--- config.mk ---
export PLATFORM = sky130hd
export DESIGN_NAME = cdc_measurement_sequencer
export DESIGN_NICKNAME = d
export VERILOG_FILES = /design/src/cdc_seq_pkg.sv /design/src/cdc_cycle_timer.sv /design/src/cdc_measurement_sequencer.sv
export VERILOG_INCLUDE_DIRS = /design/src
export SDC_FILE = /design/constraint.sdc
export NUM_CORES = 1
export LEC_CHECK = 0
export CORE_ASPECT_RATIO = 1.25
export CORE_MARGIN = 8
export CORE_UTILIZATION = 43
export CTS_CLUSTER_DIAMETER = 100
export DETAILED_ROUTE_END_ITERATION = 8
export DONT_BUFFER_PORTS = 1
export GPL_ROUTABILITY_DRIVEN = 0
export SYNTH_ARGS = -nofsm -noshare
export SYNTH_HDL_FRONTEND = slang
export SYNTH_SLANG_ARGS = --single-unit
--- constraint.sdc ---
create_clock -name i_clock -period 6.3 [get_ports i_clock]
set_clock_uncertainty 0.2 [all_clocks]
set_input_delay 0.63 -clock i_clock [delete_from_list [all_inputs] [get_ports i_clock]]
set_output_delay 0.63 -clock i_clock [all_outputs]
set_load 0.01 [all_outputs]
--- src/cdc_seq_map.svh ---
// register offsets, reset values and timing counts of the cdc sequencer
`ifndef CDC_SEQ_MAP_SVH
`define CDC_SEQ_MAP_SVH
// register byte addresses
`define ADDR_CONFIG    8'h00
`define ADDR_SEQUENCE  8'h04
`define ADDR_TIMES     8'h08
`define ADDR_PERIOD    8'h0C
`define ADDR_COMMAND   8'h10
`define ADDR_DSP_PARAM 8'h14
`define ADDR_STATUS    8'h18
// bit positions
`define OPCODE_START_BIT 0
`define DSP_FLAG_BIT     1
// reset values
`define CONFIG_RESET   32'h0008_1003
`define SEQUENCE_RESET 32'h0000_0000
`define TIMES_RESET    32'h0010_0000
// limits of fields
`define REF_CAP_MIN    5'h01
`define RES_LOW_MAX    3'h4
// cycle time base, in ns, and its count of 20 ns clocks
`define CLOCK_NS       20
`define CYCLE_TIME_NS  1000
`define CYCLE_TICKS    ((`CYCLE_TIME_NS + `CLOCK_NS - 1) / `CLOCK_NS)
`endif

--- src/cdc_seq_pkg.sv ---
// types shared by the cdc sequencer and its cycle timer
package cdc_seq_pkg;
   typedef enum logic [2:0] {
      PH_IDLE = 3'b000,  // port grounded
      PH_PRE  = 3'b001,  // charge through series resistor
      PH_FULL = 3'b010,  // charge straight to supply
      PH_DIS  = 3'b011,  // discharge through discharge resistor
      PH_GND  = 3'b100   // tail grounding after discharge
   } phase_t;
   typedef enum logic [2:0] {
      CV_IDLE = 3'b000,
      CV_WAIT = 3'b001,
      CV_STEP = 3'b010,
      CV_RUN  = 3'b011,
      CV_DONE = 3'b100
   } conv_t;
   typedef struct packed {
      logic [7:0] spare;
      logic [4:0] ref_cap;
      logic       legacy_mode;
      logic       slow_discharge_resistor_enable;
      logic [1:0] conversion_trigger_source;
      logic       comp_r;
      logic       comp_ext;
      logic       comp_int;
      logic       ref_internal;
      logic       differential;
      logic       floating;
      logic       spare0;
      logic [7:0] port_enable;
   } config_t;
   typedef struct packed {
      logic [18:0] spare;
      logic [1:0]  res_high_sel;
      logic [2:0]  res_low_sel;
      logic [3:0]  avg_count;
      logic [3:0]  fake_count;
   } sequence_t;
   typedef struct packed {
      logic [1:0] spare;
      logic [9:0] discharge;
      logic [9:0] fullcharge;
      logic [9:0] precharge;
   } times_t;
   typedef struct packed {
      logic [9:0] precharge;
      logic [9:0] fullcharge;
      logic [9:0] discharge;
      logic       legacy;
   } cycle_cfg_t;
   typedef struct packed {
      phase_t      phase;
      logic [10:0] cnt;
      logic        timing;
      logic        done;
   } cyc_state_t;
   typedef struct packed {
      config_t    cfg;
      sequence_t  sq;
      times_t     tm;
      logic [15:0] period;
      logic [15:0] dsp_param;
      conv_t      conv;
      logic [2:0] unit;
      logic [2:0] sub;
      logic       cint;
      logic [4:0] seq_cnt;
      logic [5:0] tick_cnt;
      logic       tick;
      logic [15:0] per_cnt;
      logic       timer_fire;
      logic       start_cyc;
      logic [9:0] mask;
      logic [31:0] rdata;
      logic       done;
      logic       busy;
      logic [4:0] res_low;
      logic [3:0] res_high;
      logic [4:0] ref_cap;
      logic       slow_en;
   } top_state_t;
endpackage

--- src/cdc_cycle_timer.sv ---
// one measuring cycle: pre-charge, full charge, discharge, grounding
`timescale 1ns/1ps
module cdc_cycle_timer (
   input  wire logic                    i_clock,   // system clock
   input  wire logic                    i_rst_n,   // async reset, low
   input  wire logic                    i_tick,    // cycle time base
   input  wire logic                    i_start,   // begin one cycle
   input  wire cdc_seq_pkg::cycle_cfg_t i_cfg,     // phase lengths
   input  wire logic                    i_reached, // comparator hit
   output      cdc_seq_pkg::phase_t     o_phase,   // current phase
   output      logic                    o_timing,  // tdc window open
   output      logic                    o_done     // cycle finished
);
   import cdc_seq_pkg::*;

   cyc_state_t s;  // registered state
   cyc_state_t n;  // next state

   // enter discharge; a zero setting is not allowed, so treat it as one
   function automatic cyc_state_t go_dis(cyc_state_t st, cycle_cfg_t c);
      cyc_state_t r;
      r        = st;
      r.phase  = PH_DIS;
      r.timing = 1'b1;
      r.cnt    = (c.discharge == 10'h000) ? 11'h001 :
                 {1'b0, c.discharge};
      return r;
   endfunction

   // enter full charge, or skip it when its setting is zero
   function automatic cyc_state_t go_full(cyc_state_t st, cycle_cfg_t c);
      cyc_state_t r;
      r = st;
      if (c.fullcharge != 10'h000) begin
         r.phase = PH_FULL;
         r.cnt   = {1'b0, c.fullcharge} + 11'h001;
      end else begin
         r = go_dis(st, c);
      end
      return r;
   endfunction

   // ----------------------------------------------------------------
   // phase sequencing
   // ----------------------------------------------------------------
   // each phase lasts cnt+1 ticks; the tdc window closes on the hit
   always_comb begin
      n      = s;
      n.done = 1'b0;
      case (s.phase)
         PH_IDLE: begin
            if (i_start) begin
               if (i_cfg.precharge != 10'h000) begin
                  n.phase = PH_PRE;
                  n.cnt   = {1'b0, i_cfg.precharge} - 11'h001;
               end else begin
                  n = go_full(s, i_cfg);
               end
            end
         end
         PH_PRE: begin
            if (i_tick && s.cnt == 11'h000) begin
               n = go_full(s, i_cfg);
            end else if (i_tick) begin
               n.cnt = s.cnt - 11'h001;
            end
         end
         PH_FULL: begin
            if (i_tick && s.cnt == 11'h000) begin
               n = go_dis(s, i_cfg);
            end else if (i_tick) begin
               n.cnt = s.cnt - 11'h001;
            end
         end
         PH_DIS: begin
            if (s.timing && i_reached && i_cfg.legacy) begin
               n.timing = 1'b0; // ground at once, next port may charge
               n.phase  = PH_IDLE;
               n.done   = 1'b1;
            end else begin
               if (i_reached) begin
                  n.timing = 1'b0; // hit seen, keep discharging
               end
               if (i_tick && s.cnt == 11'h000) begin
                  n.phase  = PH_GND;
                  n.timing = 1'b0;
               end else if (i_tick) begin
                  n.cnt = s.cnt - 11'h001;
               end
            end
         end
         PH_GND: begin
            if (i_tick) begin
               n.phase = PH_IDLE;
               n.done  = 1'b1;
            end
         end
         default: begin
            n.phase = PH_IDLE;
         end
      endcase
   end

   // state register
   always_ff @(posedge i_clock or negedge i_rst_n) begin
      if (!i_rst_n) begin
         s <= '0;
      end else begin
         s <= n;
      end
   end

   assign o_phase  = s.phase;
   assign o_timing = s.timing;
   assign o_done   = s.done;
endmodule

--- src/cdc_measurement_sequencer.sv ---
// capacitance converter sequencer: cycles, sequences and conversions
//
// Chosen here: strobed register access and the register addresses.
`timescale 1ns/1ps
`include "cdc_seq_map.svh"
module cdc_measurement_sequencer (
   input  wire logic                i_clock,       // 50 MHz clock
   input  wire logic                i_rst_n,       // async reset, low
   input  wire logic [7:0]          i_addr,        // register address
   input  wire logic [31:0]         i_wdata,       // write data
   input  wire logic                i_wr,          // write strobe
   input  wire logic                i_rd,          // read strobe
   output      logic [31:0]         o_rdata,       // read data
   input  wire logic                i_pin_trigger, // pin start pulse
   input  wire logic                i_dsp_trigger, // dsp start pulse
   input  wire logic                i_dsp_end,     // dsp program ended
   input  wire logic                i_reached,     // comparator hit
   output      cdc_seq_pkg::phase_t o_phase,       // cycle phase
   output      logic                o_tdc_timing,  // tdc window
   output      logic [9:0]          o_port_switch, // port switches
   output      logic [4:0]          o_res_low,     // set 1 resistor
   output      logic [3:0]          o_res_high,    // set 2 resistor
   output      logic                o_slow_res_en, // 1 MOhm enable
   output      logic [4:0]          o_ref_cap,     // internal ref pF
   output      logic                o_conv_done,   // end of conversion
   output      logic                o_busy         // conversion runs
);
   import cdc_seq_pkg::*;

   localparam logic [5:0] TICK_LAST = 6'(`CYCLE_TICKS - 1);

   top_state_t s;          // registered state
   top_state_t n;          // next state
   logic [7:0] unit_en;    // measurable units
   logic [3:0] nu;         // next unit, valid in bit 3
   logic [2:0] sub_count;  // measurements per unit
   logic [4:0] seq_last;   // index of last sequence
   logic       use_int;    // internal reference allowed
   logic       timed;      // conversion period set
   logic       stretched;  // one sequence per timer period
   logic       trig;       // any start condition
   logic       cyc_done;   // cycle timer finished
   cycle_cfg_t cyc_cfg;    // lengths for the cycle timer

   // ----------------------------------------------------------------
   // sequence planning
   // ----------------------------------------------------------------
   // grounded: unit k is port k; floating: unit k is pair 2k, 2k+1; internal reference puts unit 0 on switch 8 (pair 8, 9)
   for (genvar g = 0; g < 8; g++) begin : g_unit
      if (g == 0) begin : g_ref
         assign unit_en[g] = 1'b1;
      end else if (g < 4) begin : g_pair
         assign unit_en[g] = s.cfg.floating ?
            (s.cfg.port_enable[2*g] & s.cfg.port_enable[2*g+1]) :
            s.cfg.port_enable[g];
      end else begin : g_single
         assign unit_en[g] = ~s.cfg.floating & s.cfg.port_enable[g];
      end
   end

   // lowest enabled unit above the current one
   function automatic logic [3:0] next_unit(logic [7:0] en,
                                            logic [2:0] cur);
      logic [3:0] r;
      r = 4'h0;
      for (int k = 7; k >= 1; k--) begin
         if (en[k] && (3'(k) > cur)) begin
            r = {1'b1, 3'(k)};
         end
      end
      return r;
   endfunction

   // switches closed for one measurement of a unit
   function automatic logic [9:0] step_mask(logic [2:0] u, logic [2:0] sb,
                                            logic fl, logic ir);
      logic [9:0] a;
      logic [9:0] r;
      a = (u == 3'h0) ? (ir ? 10'h100 : 10'h001) : 10'h000;
      r = 10'h000;
      if (fl) begin
         if (u != 3'h0) begin
            a = 10'h001 << {u, 1'b0};
         end
         case (sb)
            3'h0, 3'h3: r = a;
            3'h1, 3'h4: r = a << 1;
            default:    r = a | (a << 1);
         endcase
      end else begin
         r = (u == 3'h0) ? a : (10'h001 << u);
      end
      return r;
   endfunction

   assign use_int = s.cfg.ref_internal & ~s.cfg.differential;
   assign timed     = (s.period != 16'h0000);
   assign stretched = timed &&
                      s.cfg.conversion_trigger_source == 2'h0;
   assign seq_last  = {1'b0, s.sq.fake_count} +
                      {1'b0, s.sq.avg_count};

   // measurements per unit, by sensor kind and compensation
   always_comb begin
      if (s.cfg.floating) begin
         sub_count = s.cfg.comp_ext ?
                     (s.cfg.comp_r ? 3'h5 : 3'h3) : 3'h2;
      end else begin
         sub_count = s.cfg.comp_r ? 3'h2 : 3'h1;
      end
   end

   // start sources; only looked at while idle, so busy ignores them
   assign trig = (i_wr && i_addr == `ADDR_COMMAND &&
                  i_wdata[`OPCODE_START_BIT])
      || i_dsp_trigger
      || (s.dsp_param[`DSP_FLAG_BIT] && i_dsp_end)
      || (s.cfg.conversion_trigger_source == 2'h3 && !timed &&
          i_pin_trigger)
      || (s.cfg.conversion_trigger_source == 2'h2 && timed &&
          s.timer_fire)
      || (s.cfg.conversion_trigger_source == 2'h1 && !timed && s.done);

   assign cyc_cfg = '{precharge:  s.tm.precharge,
                      fullcharge: s.tm.fullcharge,
                      discharge:  s.tm.discharge,
                      legacy:     s.cfg.legacy_mode};

   // ----------------------------------------------------------------
   // next state
   // ----------------------------------------------------------------
   always_comb begin
      n            = s;
      n.rdata      = 32'h0000_0000;
      n.done       = 1'b0;
      n.start_cyc  = 1'b0;
      n.tick       = 1'b0;
      n.timer_fire = 1'b0;
      nu           = next_unit(unit_en, s.unit);
      // cycle time base divider
      if (s.tick_cnt == TICK_LAST) begin
         n.tick_cnt = 6'h00;
         n.tick     = 1'b1;
      end else begin
         n.tick_cnt = s.tick_cnt + 6'h01;
      end
      // conversion timer, counted in cycle ticks
      if (!timed) begin
         n.per_cnt = 16'h0000;
      end else if (s.tick && s.per_cnt == s.period - 16'h0001) begin
         n.per_cnt    = 16'h0000;
         n.timer_fire = 1'b1;
      end else if (s.tick) begin
         n.per_cnt = s.per_cnt + 16'h0001;
      end
      // register writes
      if (i_wr) begin
         case (i_addr)
            `ADDR_CONFIG:    n.cfg       = config_t'(i_wdata);
            `ADDR_SEQUENCE:  n.sq        = sequence_t'(i_wdata);
            `ADDR_TIMES:     n.tm        = times_t'(i_wdata);
            `ADDR_PERIOD:    n.period    = i_wdata[15:0];
            `ADDR_DSP_PARAM: n.dsp_param = i_wdata[15:0];
            default: ;  // command, status and unmapped: no storage
         endcase
      end
      // register reads, data in the next cycle only
      if (i_rd) begin
         case (i_addr)
            `ADDR_CONFIG:    n.rdata = s.cfg;
            `ADDR_SEQUENCE:  n.rdata = s.sq;
            `ADDR_TIMES:     n.rdata = s.tm;
            `ADDR_PERIOD:    n.rdata = {16'h0000, s.period};
            `ADDR_DSP_PARAM: n.rdata = {16'h0000, s.dsp_param};
            `ADDR_STATUS:    n.rdata = {16'h0000, s.busy, s.conv,
                                        s.cint, s.unit, s.sub, s.seq_cnt};
            default:         n.rdata = 32'h0000_0000;
         endcase
      end
      // resistor and reference selections follow the settings
      n.res_low  = 5'h01 << ((s.sq.res_low_sel > `RES_LOW_MAX) ?
                   `RES_LOW_MAX : s.sq.res_low_sel);
      n.res_high = 4'h1 << s.sq.res_high_sel;
      n.slow_en  = s.cfg.slow_discharge_resistor_enable;
      n.ref_cap  = (s.cfg.ref_cap == 5'h00) ? `REF_CAP_MIN :
                   s.cfg.ref_cap;
      // conversion control
      case (s.conv)
         CV_IDLE: begin
            if (trig) begin
               n.busy    = 1'b1;
               n.seq_cnt = 5'h00;
               n.unit    = 3'h0;
               n.sub     = 3'h0;
               n.cint    = 1'b0;
               n.conv    = stretched ? CV_WAIT : CV_STEP;
            end
         end
         CV_WAIT: begin
            if (s.timer_fire) begin
               n.conv = CV_STEP;
            end
         end
         CV_STEP: begin
            // internal step keeps every switch open
            n.mask = s.cint ? 10'h000 :
                     step_mask(s.unit, s.sub, s.cfg.floating,
                               use_int);
            n.start_cyc = 1'b1;
            n.conv      = CV_RUN;
         end
         CV_RUN: begin
            if (cyc_done) begin
               n.mask = 10'h000;
               if (!s.cint && (s.sub + 3'h1 < sub_count)) begin
                  n.sub  = s.sub + 3'h1;
                  n.conv = CV_STEP;
               end else if (!s.cint && nu[3]) begin
                  n.unit = nu[2:0];
                  n.sub  = 3'h0;
                  n.conv = CV_STEP;
               end else if (!s.cint && s.cfg.comp_int) begin
                  n.cint = 1'b1;
                  n.conv = CV_STEP;
               end else if (s.seq_cnt == seq_last) begin
                  n.conv = CV_DONE;
               end else begin
                  n.seq_cnt = s.seq_cnt + 5'h01;
                  n.unit    = 3'h0;
                  n.sub     = 3'h0;
                  n.cint    = 1'b0;
                  n.conv    = stretched ? CV_WAIT : CV_STEP;
               end
            end
         end
         CV_DONE: begin
            n.done = 1'b1;
            n.busy = 1'b0;
            n.conv = CV_IDLE;
         end
         default: begin
            n.conv = CV_IDLE;
         end
      endcase
   end

   // state register
   always_ff @(posedge i_clock or negedge i_rst_n) begin
      if (!i_rst_n) begin
         s       <= '0;
         s.cfg   <= config_t'(`CONFIG_RESET);
         s.sq    <= sequence_t'(`SEQUENCE_RESET);
         s.tm    <= times_t'(`TIMES_RESET);
         s.ref_cap  <= `REF_CAP_MIN;
         s.res_low  <= 5'h01;
         s.res_high <= 4'h1;
      end else begin
         s <= n;
      end
   end

   // ----------------------------------------------------------------
   // cycle timer and outputs
   // ----------------------------------------------------------------
   cdc_cycle_timer u_cycle (
      .i_clock   (i_clock),
      .i_rst_n   (i_rst_n),
      .i_tick    (s.tick),
      .i_start   (s.start_cyc),
      .i_cfg     (cyc_cfg),
      .i_reached (i_reached),
      .o_phase   (o_phase),
      .o_timing  (o_tdc_timing),
      .o_done    (cyc_done)
   );

   assign o_rdata       = s.rdata;
   assign o_port_switch = s.mask;
   assign o_res_low     = s.res_low;
   assign o_res_high    = s.res_high;
   assign o_slow_res_en = s.slow_en;
   assign o_ref_cap     = s.ref_cap;
   assign o_conv_done   = s.done;
   assign o_busy        = s.busy;
endmodule

## Word level (Yosys, flattened, before mapping)

Index checks and enable logic that the tools add are counted.

- Input bits: 48
- Flip-flop bits (word level): 243

- Reduce and logical (&&, ||, !) cells: 65
- Shift-type cells: 4
- Bitwise gates (word level): 11
- Equality and inequality tests: 46
- $add $sub $neg: 9
- Mux-type cells: 84
- Order comparisons: 9

Operator list:

| kind | count |
|---|---|
| $pmux 32 s6 | 1 |
| $mux 10 | 8 |
| $mux 16 | 4 |
| $mux 11 | 5 |
| $pmux 12 s4 | 1 |
| $mux 3 | 15 |
| $pmux 10 s2 | 2 |
| $mux 32 | 1 |
| $mux 15 | 2 |
| $mux 4 | 7 |
| $mux 9 | 3 |
| $eq 8x5->1 const B | 3 |
| $logic_and 1x1->1 | 24 |
| $mux 12 | 2 |
| $mux 6 | 4 |
| $ne 2x2->1 const B | 12 |
| $pmux 12 s2 | 1 |
| $reduce_bool 10->1 | 2 |
| $reduce_and 6->1 | 3 |
| $add 16x1->16 const B | 1 |
| $eq 16x16->1 | 1 |
| $eq 8x4->1 const B | 2 |
| $reduce_bool 16->1 | 1 |
| $sub 16x1->16 const B | 1 |
| 58 further kinds | 122 |

## Logic depth before layout (Yosys ltp)

Gate-level depths: netlist of run 1.

- Depth in word-level cells: 15
- Mapped depth: 11
- Mapped depth without buffers: 10

## Cells and area by module

Synthesis of run 1 repeated with hierarchy kept, for this count alone.

- Cells, all modules: 1,267
- Area, all modules: 13,238.9 µm²

Modules (own cells, without submodules):

| module | instances | area each (µm²) | cells an instance | seq. area each (µm²) |
|---|---|---|---|---|
| cdc_measurement_sequencer | 1 | 11,367.2 | 1,016 | 5,690.5 |
| cdc_cycle_timer | 1 | 1,871.8 | 251 | 400.4 |

## Least setup slack after synthesis of run 1

OpenSTA, ideal clock, no wires.

- Path kind: flip-flop to flip-flop
- Start: register s[115] (netlist bit)
- End: register s[86] (netlist bit)
- Clock period less this slack: 3.130 ns
- Data arrival time: 2.810 ns
- Cell stages (with the launch flop): 10
- Setup slack: 3.170 ns
- Path through: dfrtp_1 -> inv_1 -> ha_1 -> or4b_1 -> buf_2 -> or2_1 -> or4b_4 -> a311o_4 -> a32o_1 -> a31o_1

- Word-level cells in the longest chain between the ends: 9
- Elaborated cells between the ends (all ways): 13

Ends and longest elaborated chain:

| item | RTL line | RTL |
|---|---|---|
| from (decl) | cdc_measurement_sequencer.sv:32 | `top_state_t s;` |
| from (signal assigned) | cdc_measurement_sequencer.sv:258 | `s <= n;` |
| $reduce_bool 16->1 (*) | cdc_measurement_sequencer.sv:97 | `assign timed = (s.period != 16'h0000);` |
| $logic_not 1->1 | n/a |  |
| $logic_and 1x1->1 (2 in series) | cdc_measurement_sequencer.sv:118 | `\|\| (s.cfg.conversion_trigger_source == 2'h3 && !timed &&` |
| $logic_or 1x1->1 (2 in series) | cdc_measurement_sequencer.sv:114 | `` assign trig = (i_wr && i_addr == `ADDR_COMMAND && `` |
| $logic_or 1x1->1 (*) | cdc_measurement_sequencer.sv:114 |  |
| $ne 2x2->1 (no line) (*) | n/a |  |
| $reduce_and 7->1 (no line) (*) | n/a |  |

Mark *: on every way between the ends. The rest lies on a longest branch, timed or not.
A chain may end at the register's enable or synchronous reset.

## Worst setup path after layout of run 1

- Start: register s[115] (netlist bit)
- End: register s[75] (netlist bit)

- Word-level cells in the longest chain between the ends: 5
- Elaborated cells between the ends (all ways): 7

Ends and longest elaborated chain:

| item | RTL line | RTL |
|---|---|---|
| $sub 16x1->16 | cdc_measurement_sequencer.sv:150 | `end else if (s.tick && s.per_cnt == s.period - 16'h0001) begin` |
| $eq 16x16->1 | cdc_measurement_sequencer.sv:150 |  |
| $logic_and 1x1->1 | cdc_measurement_sequencer.sv:150 |  |
| $mux 16 | cdc_measurement_sequencer.sv:150 |  |
| $mux 16 | cdc_measurement_sequencer.sv:148 | `if (!timed) begin` |

Parallel ways exist; a longest one is shown, timed or not.

==> results.py, run 1 <==
metrics = {
    "run_status": {
        "outcome": "finished, violations left",
        "violations": "hold timing",
    },
    "critical_path": {
        "r2r_slack_ps": 2750,
        "cp-start-kind": "register",
        "crit_arrival_ps": 3720,
        "ff2ff_path_depth": 9,
        "endpoint_kind": "register",
        "critPathRequiredTime_ps": 6470,
        "r2r_start": "s[115]",
        "cp_max_fo": 10,
        "critical_path_class": "reg2reg",
        "r2r-end": "s[75]",
    },
    "floorplan": {
        "die_width_um": 172.2,
        "rows": 71,
        "core_area_um2": 30030,
        "start_util_pct": 43.66,
        "io_pins": 111,
        "design.die.area_um2": 36370,
        "die_height_um": 211.2,
    },
    "grt": {
        "grt.total_usage_pct": 20.26,
        "grt_max_degree": 244,
        "grt_pass1_vias": 9671,
        "antenna_found_initial": 1,
        "grt_pass1_wl_mm": 57.71,
        "grt_overflow_total": 0,
    },
    "clock_tree": {
        "h-tree-depth": 1,
        "postCtsSetupRepairBufs": 0,
        "cts_buffers": 27,
        "clock_tree.buffer_depth": 3,
        "cts_root_buf": "clkbuf_16",
        "clock_sinks": 243,
        "clk_latency_ps": 560,
        "path_clk_slew_ps": 60,
        "cts_tree": "done",
        "post_cts_resized": 0,
        "cts.hold.buffers_added": 25,
    },
    "power": {
        "power.density_nw_per_um2": 249.0,
        "switching_share_pct": 24.32,
        "ir_drop_v": 0.0002086,
        "clkPwrFrac_pct": 45.0,
        "p_int_w": 0.002657,
        "power.switching_w": 0.0008539,
        "power_w": 0.003511,
        "combPwrFrac_pct": 7.4,
        "p_leak_nw": 6.322,
        "p_seq_share_pct": 47.5,
    },
    "sta": {
        "finalMaxSlewViolations": 0,
        "period_minus_slack_ps": 3545,
        "hold_viol_final": 243,
        "grt_setup_unrepaired": "no",
        "setup_violations": 0,
        "max_freq_mhz": 282.1,
        "finalCritPeriodShare_pct": 56.28,
        "max_slew_margin_pct": 24.80,
        "finalSetupTns_ps": 0,
        "holdWs_ps": -419.3,
        "tightest_slew_ps": 1124,
    },
    "logic_synthesis": {
        "synth_ff_type": "dfrtp_1",
        "yosysWarnings": 0,
        "syn_area_um2": 13110,
        "synthArstFlopShare_pct": 100.0,
        "avgSynthCellArea_um2": 10.49,
        "synth_seq_cells": 243,
        "syn-instance-count": 1250,
        "synth_nets": 1318,
        "synth-edff-count": 0,
        "yosysUniqueCellTypes": 81,
        "ys_seq_area_share_pct": 46.46,
    },
    "drt": {
        "drc_errors": 0,
        "avgRoutedWirePerCell_um": 23.13,
        "via_per_inst": 6.064,
        "vias": 9733,
        "drt_wl_total_mm": 37.12,
        "drt_iter0_drc": 1049,
        "first_pass_iters": 6,
        "ant_nets": 0,
    },
    "job": {
        "drv.max_cap_violation_count": 0,
    },
    "placed_design": {
        "portBuffers": 0,
        "dp_hpwl_mm": 25.78,
        "dpl.cell_count": 1529,
    },
    "hold_path": {
        "hp-class": "in2async",
    },
    "final_layout": {
        "drive_gt1_share_pct": 17.54,
        "nets": 1250,
        "final_cells": 1605,
        "nFillCells": 2837,
        "area_delta_synth_final_pct": 7.549,
    },
}
[logic make-up (layout without fill, tap and decap cells)]
kind of cell	Yosys count	after routing	synth area share (%)
simple gates	353	353	13.94
buf+inv	169	122	6.757
fa+ha+maj	20	20	1.966
flops	243	243	46.46
xor+xnor	46	46	3.178
other cells	0	1	0
mux	140	140	11.93
compound gates	279	279	15.77
[layout by cell type, fill, tap and decap left out, types with 10 or more instances in the layout]
cell type and n:
buf_4 10, a31oi_1 16, xor2_1 24, xnor2_1 21, mux2_2 130, clkbuf_16 27
ha_1 19, nand2_1 68, a221oi_1 18, a21boi_0 18, mux2i_1 10, dlygate4sd3_1 25
nor3_1 49, nor2_1 82, nand2b_1 18, nand3_1 26, o21ai_0 48, inv_1 37
dfrtp_1 235, a22oi_1 16, and2_1 11, a21oi_1 32, nand4_1 15, nor2b_1 12
a222oi_1 16, a22o_1 27
[flip-flops by register name, indices dropped and copies added, names as in the netlist]
| name | flops |
|---|---|
| u_cycle.o_timing | 1 |
| o_slow_res_en | 1 |
| o_conv_done | 1 |
| u_cycle.o_done | 1 |
| u_cycle.s | 11 |
| o_ref_cap | 5 |
| o_busy | 1 |
| n | 1 |
| cyc_cfg | 31 |
| o_rdata | 32 |
| s | 136 |
| o_res_high | 4 |
| o_port_switch | 10 |
| u_cycle.o_phase | 3 |
| o_res_low | 5 |
[critical path, stage by stage (launching register included)]
cell and delay, ps:
dfrtp_1 440, inv_1 80, ha_1 200, or4b_1 600
or4_1 520, a211oi_1 220, nor3_1 120, a311oi_4 410
and2_1 460, nor3_1 100
[cells in the mapped netlist, types with 18 or more instances]
library cell | instances | area share, %
xor2_1 | 24 | 1.6
clkbuf_1 | 56 | 1.6
a21oi_1 | 32 | 1.2
dfrtp_1 | 235 | 45
nand2_1 | 68 | 1.9
nand3_1 | 26 | 0.99
a22o_1 | 27 | 1.8
inv_1 | 37 | 1.1
xnor2_1 | 21 | 1.4
buf_4 | 60 | 3.4
nor2_1 | 84 | 2.4
o21ai_0 | 48 | 1.8
a21boi_0 | 18 | 1.0
nor3_1 | 49 | 1.9
nand2b_1 | 18 | 0.86
mux2_2 | 130 | 11
a221oi_1 | 18 | 1.2
ha_1 | 19 | 1.8
[stage by stage]
| stage | hold WS [ps] | util (%) | area, um^2 | setup slack [ps] |
|---|---|---|---|---|
| finish | -419.3 | 46.96 | 14100 | 2755 |
| floorplan | 134.4 | - | 13110 | 3170 |
| detailed placement | 147.2 | 43.13 | 12950 | 2772 |
| global placement | 146.0 | 43.13 | 12950 | 2832 |
| global route | -442.8 | 46.95 | 14100 | 2453 |
| CTS | -438.3 | 46.95 | 14100 | 2737 |
[power groups by stage]
| stage | clock network [W] | logic, W | registers, W |
|---|---|---|---|
| detailed placement | 0 | 0.000240 | 0.00170 |
| global route | 0.00168 | 0.000284 | 0.00167 |
| CTS | 0.00161 | 0.000259 | 0.00167 |
| floorplan | 0 | 0.000218 | 0.00166 |
| global placement | 0 | 0.000237 | 0.00169 |
| finish | 0.00158 | 0.000261 | 0.00167 |
[metal layers]
metal / GRT usage, % / vias to the layer above / share of wire, %
met1: 25.40 / 4978 / 41
met2: 34.68 / 281 / 50
li1: - / 4409 / -
met5: 0 / - / 0
met4: 7.058 / 0 / 3.0
met3: 3.328 / 65 / 6.0
[worst max path at each step]
stage / startpoint / end / slack [ps] / depth (start not counted)
floorplan: s[115] / s[86] / 3170 / 9
global placement: s[115] / s[65] / 2830 / 9
detailed placement: s[115] / s[74] / 2770 / 9
CTS: s[115] / s[75] / 2740 / 9
global route: s[204] / s[84] / 2450 / 7
finish: s[115] / s[75] / 2750 / 9
[area by class of cell]
class	count	area [um^2]	area share, %
tap	401	501.7	3.558
multi-input combinational	838	6143	43.57
antenna	1	2.502	0.01775
clock inverter	8	85.08	0.6034
clock buffer	42	812.0	5.759
sequential	243	6091	43.20
timing repair buffer	35	325.3	2.307
inverter	37	138.9	0.9850
No activity file was read; power rests on OpenSTA's default activity.
==> inputs of run 2 (changes only) <==
- clock period: 6.3 -> 3.22 ns (I/O delays scaled with it)
==> results.py, run 2 (synthesis gave the netlist of run 1 again) <==
metrics = {
    "run_status": {
        "outcome": "finished, violations left",
        "violations": "hold timing",
    },
    "power": {
        "ir_drop_v": 0.0003411,
        "p_leak_nw": 6.634,
        "power.density_nw_per_um2": 470.8,
    },
    "drt": {
        "via_per_inst": 5.936,
        "drc_errors": 0,
        "drt_wl_total_mm": 37.33,
        "avgRoutedWirePerCell_um": 22.37,
        "first_pass_iters": 6,
        "ant_nets": 0,
        "vias": 9907,
        "drt_iter0_drc": 904,
    },
    "final_layout": {
        "drive_gt1_share_pct": 21.23,
        "nFillCells": 2816,
        "mostFrequentLayoutCells": "dfrtp_1 (235), mux2_2 (130), nor2_1 (82), nand2_1 (68), buf_4 (66)",
        "regArea_um2": 6091,
        "regMostFlops": "s",
        "multi_input_area_um2": 6171,
        "nets": 1316,
        "largest_reg_flops": 136,
        "final_cells": 1669,
        "area_delta_synth_final_pct": 11.46,
        "layout_commonest_cell": "dfrtp_1",
    },
    "grt": {
        "grt.total_usage_pct": 20.40,
        "met1_usage_pct": 24.77,
        "grt.busiest_layer": "met2",
        "grt_overflow_total": 0,
        "grt_pass1_vias": 9900,
        "grt_util_met3_pct": 3.272,
        "grt_max_degree": 244,
        "met2_usage_pct": 35.53,
        "antenna_found_initial": 1,
        "grt_pass1_wl_mm": 58.07,
    },
    "hold_path": {
        "hp-class": "in2async",
    },
    "sta": {
        "grt_setup_unrepaired": "yes",
        "period_minus_slack_ps": 3106,
        "holdWs_ps": -706.0,
        "finalSetupTns_ps": 0,
        "finalMaxSlewViolations": 0,
        "tightest_slew_ps": 860.6,
        "max_slew_margin_pct": 42.44,
        "setup_violations": 0,
        "finalCritPeriodShare_pct": 96.47,
        "max_freq_mhz": 321.9,
        "hold_viol_final": 243,
    },
    "critical_path": {
        "cp_max_fo": 5,
        "endpoint_kind": "register",
        "crit_arrival_ps": 3320,
        "cp-start-kind": "register",
        "r2r_slack_ps": 110,
        "critical_path_class": "reg2reg",
        "critPathRequiredTime_ps": 3440,
    },
    "clock_tree": {
        "clock_tree.buffer_depth": 3,
        "clk_latency_ps": 550,
        "cts_buffers": 26,
        "clock_sinks": 243,
        "cts.hold.buffers_added": 36,
        "cts_root_buf": "clkbuf_16",
        "cts_tree": "done",
        "path_clk_slew_ps": 60,
        "h-tree-depth": 1,
    },
    "floorplan": {
        "start_util_pct": 43.66,
        "die_height_um": 211.2,
        "rows": 71,
        "core_area_um2": 30030,
        "design.die.area_um2": 36370,
        "die_width_um": 172.2,
        "io_pins": 111,
    },
    "placed_design": {
        "dpl.cell_count": 1584,
        "dp_hpwl_mm": 26.51,
        "portBuffers": 0,
    },
    "job": {
        "drv.max_cap_violation_count": 0,
    },
}
run 2: changes by cell type in the layout (fill, tap and decap cells not counted), sizes merged:
cell         change
clkinv           +3
inv              -1
dlygate4sd3     +11
clkbuf           -6
bufinv           +2
buf             +56
clkinvlp         -1
run 2: worst max-delay path, cell delays in order (launching register included):
cell,delay (ps)
dfrtp_1,400
inv_1,60
ha_1,160
or4b_4,480
or2_1,240
or4b_4,560
a31oi_2,230
and2b_2,250
o311ai_2,140
a22o_1,250
run 2: worst paths after layout:
path	startpoint	end	cells after the start
max reg2reg	s[116]	s[93]	9
max in group asynchronous	i_rst_n	o_ref_cap[0]	0
max	s[116]	s[93]	9
min	i_rst_n	o_res_high[1]	0
min reg2reg	n[0]	o_slow_res_en	0
min in group i_clock	i_reached	u_cycle.o_timing	5
run 2: per-stage QoR:
step / setup slack [ps] / hold slack [ps] / util, % / power (W) / area [um^2]
2_1_floorplan: 90.30 / -173.6 / - / 0.003682 / 13110
3_3_place_gp: 100.6 / -154.3 / 44.50 / 0.003826 / 13360
3_5_place_dp: 52.26 / -153.5 / 44.50 / 0.003839 / 13360
4_1_cts: 8.153 / -737.9 / 48.54 / 0.006945 / 14580
5_1_grt: -17.07 / -736.2 / 48.67 / 0.007127 / 14610
6_report: 113.6 / -706.0 / 48.67 / 0.006880 / 14610
run 2: timing repair:
item	4_1_cts	5_1_grt
endpoints found under the hold margin	405	243
setup buffers	0	1
resized for setup	0	6
setup endpoints to repair	0	11
run 2: routing by layer:
metal | up-vias | share of wire [%]
met1 | 5010 | 41
li1 | 4540 | -
met2 | 285 | 50
met3 | 72 | 5.6
met4 | 0 | 3.4
met5 | - | 0
run 2: cell type report:
cell class              instances  area share (%)
multi-input cells             838           42.23
flip-flops and latches        243           41.68
repair buffers                102           5.857
clock buffers                  36           4.846
well taps                     401           3.434
clock inverters                11          0.9847
inverters                      37          0.9504
diodes                          1         0.01712
run 2: power breakdown:
part           total (W)  switching [W]  leakage [nW]  internal (W)
clock            0.00302        0.00124         0.417       0.00178
combinational   0.000610       0.000324          2.95      0.000286
sequential       0.00325       0.000100          3.27       0.00315
total            0.00688        0.00167          6.63       0.00521
==> inputs of run 3 (changes only) <==
- PLACE_DENSITY: default -> 0.64
==> results.py, run 3 (synthesis gave the netlist of run 1 again) <==
metrics = {
    "critical_path": {
        "crit_arrival_ps": 3330,
        "critPathSlowestCell": "or4b_4",
        "cp-start-kind": "register",
        "critPathRequiredTime_ps": 3440,
        "cp_max_fo": 4,
        "critPathTopFamily": "simple AND/OR/NAND/NOR gates",
        "ff2ff_path_depth": 9,
        "cp.depth": 9,
        "crit_buf_inv": 1,
        "critical_path_class": "reg2reg",
        "startpoint": "s[116]",
        "r2r_start": "s[116]",
        "crit_chain": "inv_1 -> ha_2 -> or4b_4 -> or2_1 -> or4b_4 -> a31oi_4 -> and2b_2 -> o311ai_2 -> a22o_1",
        "slowest_delay_ps": 580,
        "r2r-end": "s[93]",
        "critPathCapture": "s[93]",
        "cpMostUsedCell": "or4b_4",
        "endpoint_kind": "register",
        "r2r_slack_ps": 110,
    },
    "floorplan": {
        "core_area_um2": 30030,
        "io_pins": 111,
        "die_width_um": 172.2,
        "start_util_pct": 43.66,
        "rows": 71,
        "die_height_um": 211.2,
        "design.die.area_um2": 36370,
    },
    "clock_tree": {
        "path_clk_slew_ps": 60,
        "cts.hold.buffers_added": 35,
        "clock_sinks": 243,
        "postCtsSetupRepairBufs": 0,
        "clock_tree.buffer_depth": 3,
        "cts_root_buf": "clkbuf_16",
        "cts_tree": "done",
        "h-tree-depth": 1,
        "clk_latency_ps": 550,
        "cts_buffers": 26,
    },
    "drt": {
        "vias": 9942,
        "first_pass_iters": 6,
        "drt_wl_total_mm": 36.44,
        "drc_errors": 0,
        "drt_iter0_drc": 885,
        "ant_nets": 0,
        "via_per_inst": 5.986,
        "avgRoutedWirePerCell_um": 21.94,
    },
    "final_layout": {
        "regMostFlops": "s",
        "antenna_cells": 0,
        "nFillCells": 2795,
        "layout_commonest_cell": "dfrtp_1",
        "mostFrequentLayoutCells": "dfrtp_1 (235), mux2_2 (130), nor2_1 (82), nand2_1 (68), buf_4 (57)",
        "area_delta_synth_final_pct": 11.69,
        "drive_gt1_share_pct": 21.11,
        "largest_reg_flops": 136,
        "nets": 1308,
    },
    "power": {
        "switching_share_pct": 23.89,
        "p_seq_share_pct": 46.3,
        "power_w": 0.007018,
        "ir_drop_v": 0.0003690,
        "p_int_w": 0.005342,
        "p_leak_nw": 6.619,
        "combPwrFrac_pct": 8.6,
        "power.switching_w": 0.001676,
        "power.density_nw_per_um2": 479.3,
        "clkPwrFrac_pct": 45.1,
    },
    "sta": {
        "grt_setup_unrepaired": "no",
        "setup_violations": 0,
        "finalMaxSlewViolations": 0,
        "holdWs_ps": -717.9,
        "period_minus_slack_ps": 3106,
        "max_slew_margin_pct": 34.65,
        "tightest_slew_ps": 977.9,
        "finalCritPeriodShare_pct": 96.47,
        "finalSetupTns_ps": 0,
        "max_freq_mhz": 321.9,
        "hold_viol_final": 243,
    },
    "placed_design": {
        "dp_hpwl_mm": 26.08,
        "portBuffers": 0,
    },
    "job": {
        "drv.max_cap_violation_count": 0,
    },
    "grt": {
        "grt_pass1_vias": 9824,
        "grt_max_degree": 244,
        "antenna_found_initial": 1,
        "grt.total_usage_pct": 19.71,
        "grt_overflow_total": 0,
        "grt_pass1_wl_mm": 56.39,
    },
    "run_status": {
        "outcome": "finished, violations left",
        "violations": "hold timing",
    },
    "hold_path": {
        "hp-class": "in2async",
    },
}
[run 3: cell types whose count changed in the layout (fill, tap and decap cells not counted), moves of 2 or more]
cell | before | now
buf_4 | 66 | 57
clkinv_2 | 6 | 3
buf_12 | 0 | 2
clkbuf_1 | 8 | 6
clkbuf_8 | 2 | 4
clkinvlp_4 | 1 | 3
[run 3: worst min-delay path by stage]
stage	from	cells after the start	slack [ps]	endpoint
floorplan	i_rst_n	0	-170	cyc_cfg[0]
global placement	i_rst_n	0	-160	s[83]
detailed placement	i_rst_n	0	-160	s[83]
CTS	i_rst_n	0	-750	s[68]
global route	i_rst_n	0	-740	s[187]
finish	i_rst_n	0	-720	o_res_low[4]
[run 3: timing repair]
item | CTS | global route
endpoints found under the hold margin | 404 | 243
resized for setup | 0 | 9
endpoints found under the setup margin | 0 | 12
[run 3: cell type report]
type / instances / area (um^2) / area share, %
clock inverters: 12 / 182.7 / 1.248
well taps: 401 / 501.7 / 3.426
inverters: 37 / 138.9 / 0.9485
multi-input cells: 838 / 6182 / 42.22
repair buffers: 94 / 818.3 / 5.588
flip-flops and latches: 243 / 6091 / 41.60
clock buffers: 36 / 728.2 / 4.973
[run 3: routing by layer]
metal | vias up | wire, um | GRT usage (%)
met3 | 71 | 2258 | 3.141
met2 | 319 | 18350 | 33.98
met1 | 5015 | 14580 | 23.98
li1 | 4535 | - | -
met5 | - | 8 | 0
met4 | 2 | 1237 | 8.309
[run 3: metrics by stage]
step / instance area (um^2) / util, % / setup slack [ps] / cells
floorplan: 13110 / - / 90.30 / 1250
global placement: 13340 / 44.44 / 106.2 / 1578
detailed placement: 13340 / 44.44 / 60.14 / 1578
CTS: 14600 / 48.64 / 4.026 / 1661
global route: 14640 / 48.77 / 2.503 / 1661
finish: 14640 / 48.77 / 113.6 / 1661
[run 3: power by group through the flow]
stage	clock, W	combinational, W	sequential, W
2_1_floorplan	0	0.000426	0.00326
3_3_place_gp	0	0.000523	0.00330
3_5_place_dp	0	0.000531	0.00331
4_1_cts	0.00325	0.000596	0.00325
5_1_grt	0.00335	0.000657	0.00326
6_report	0.00316	0.000603	0.00325
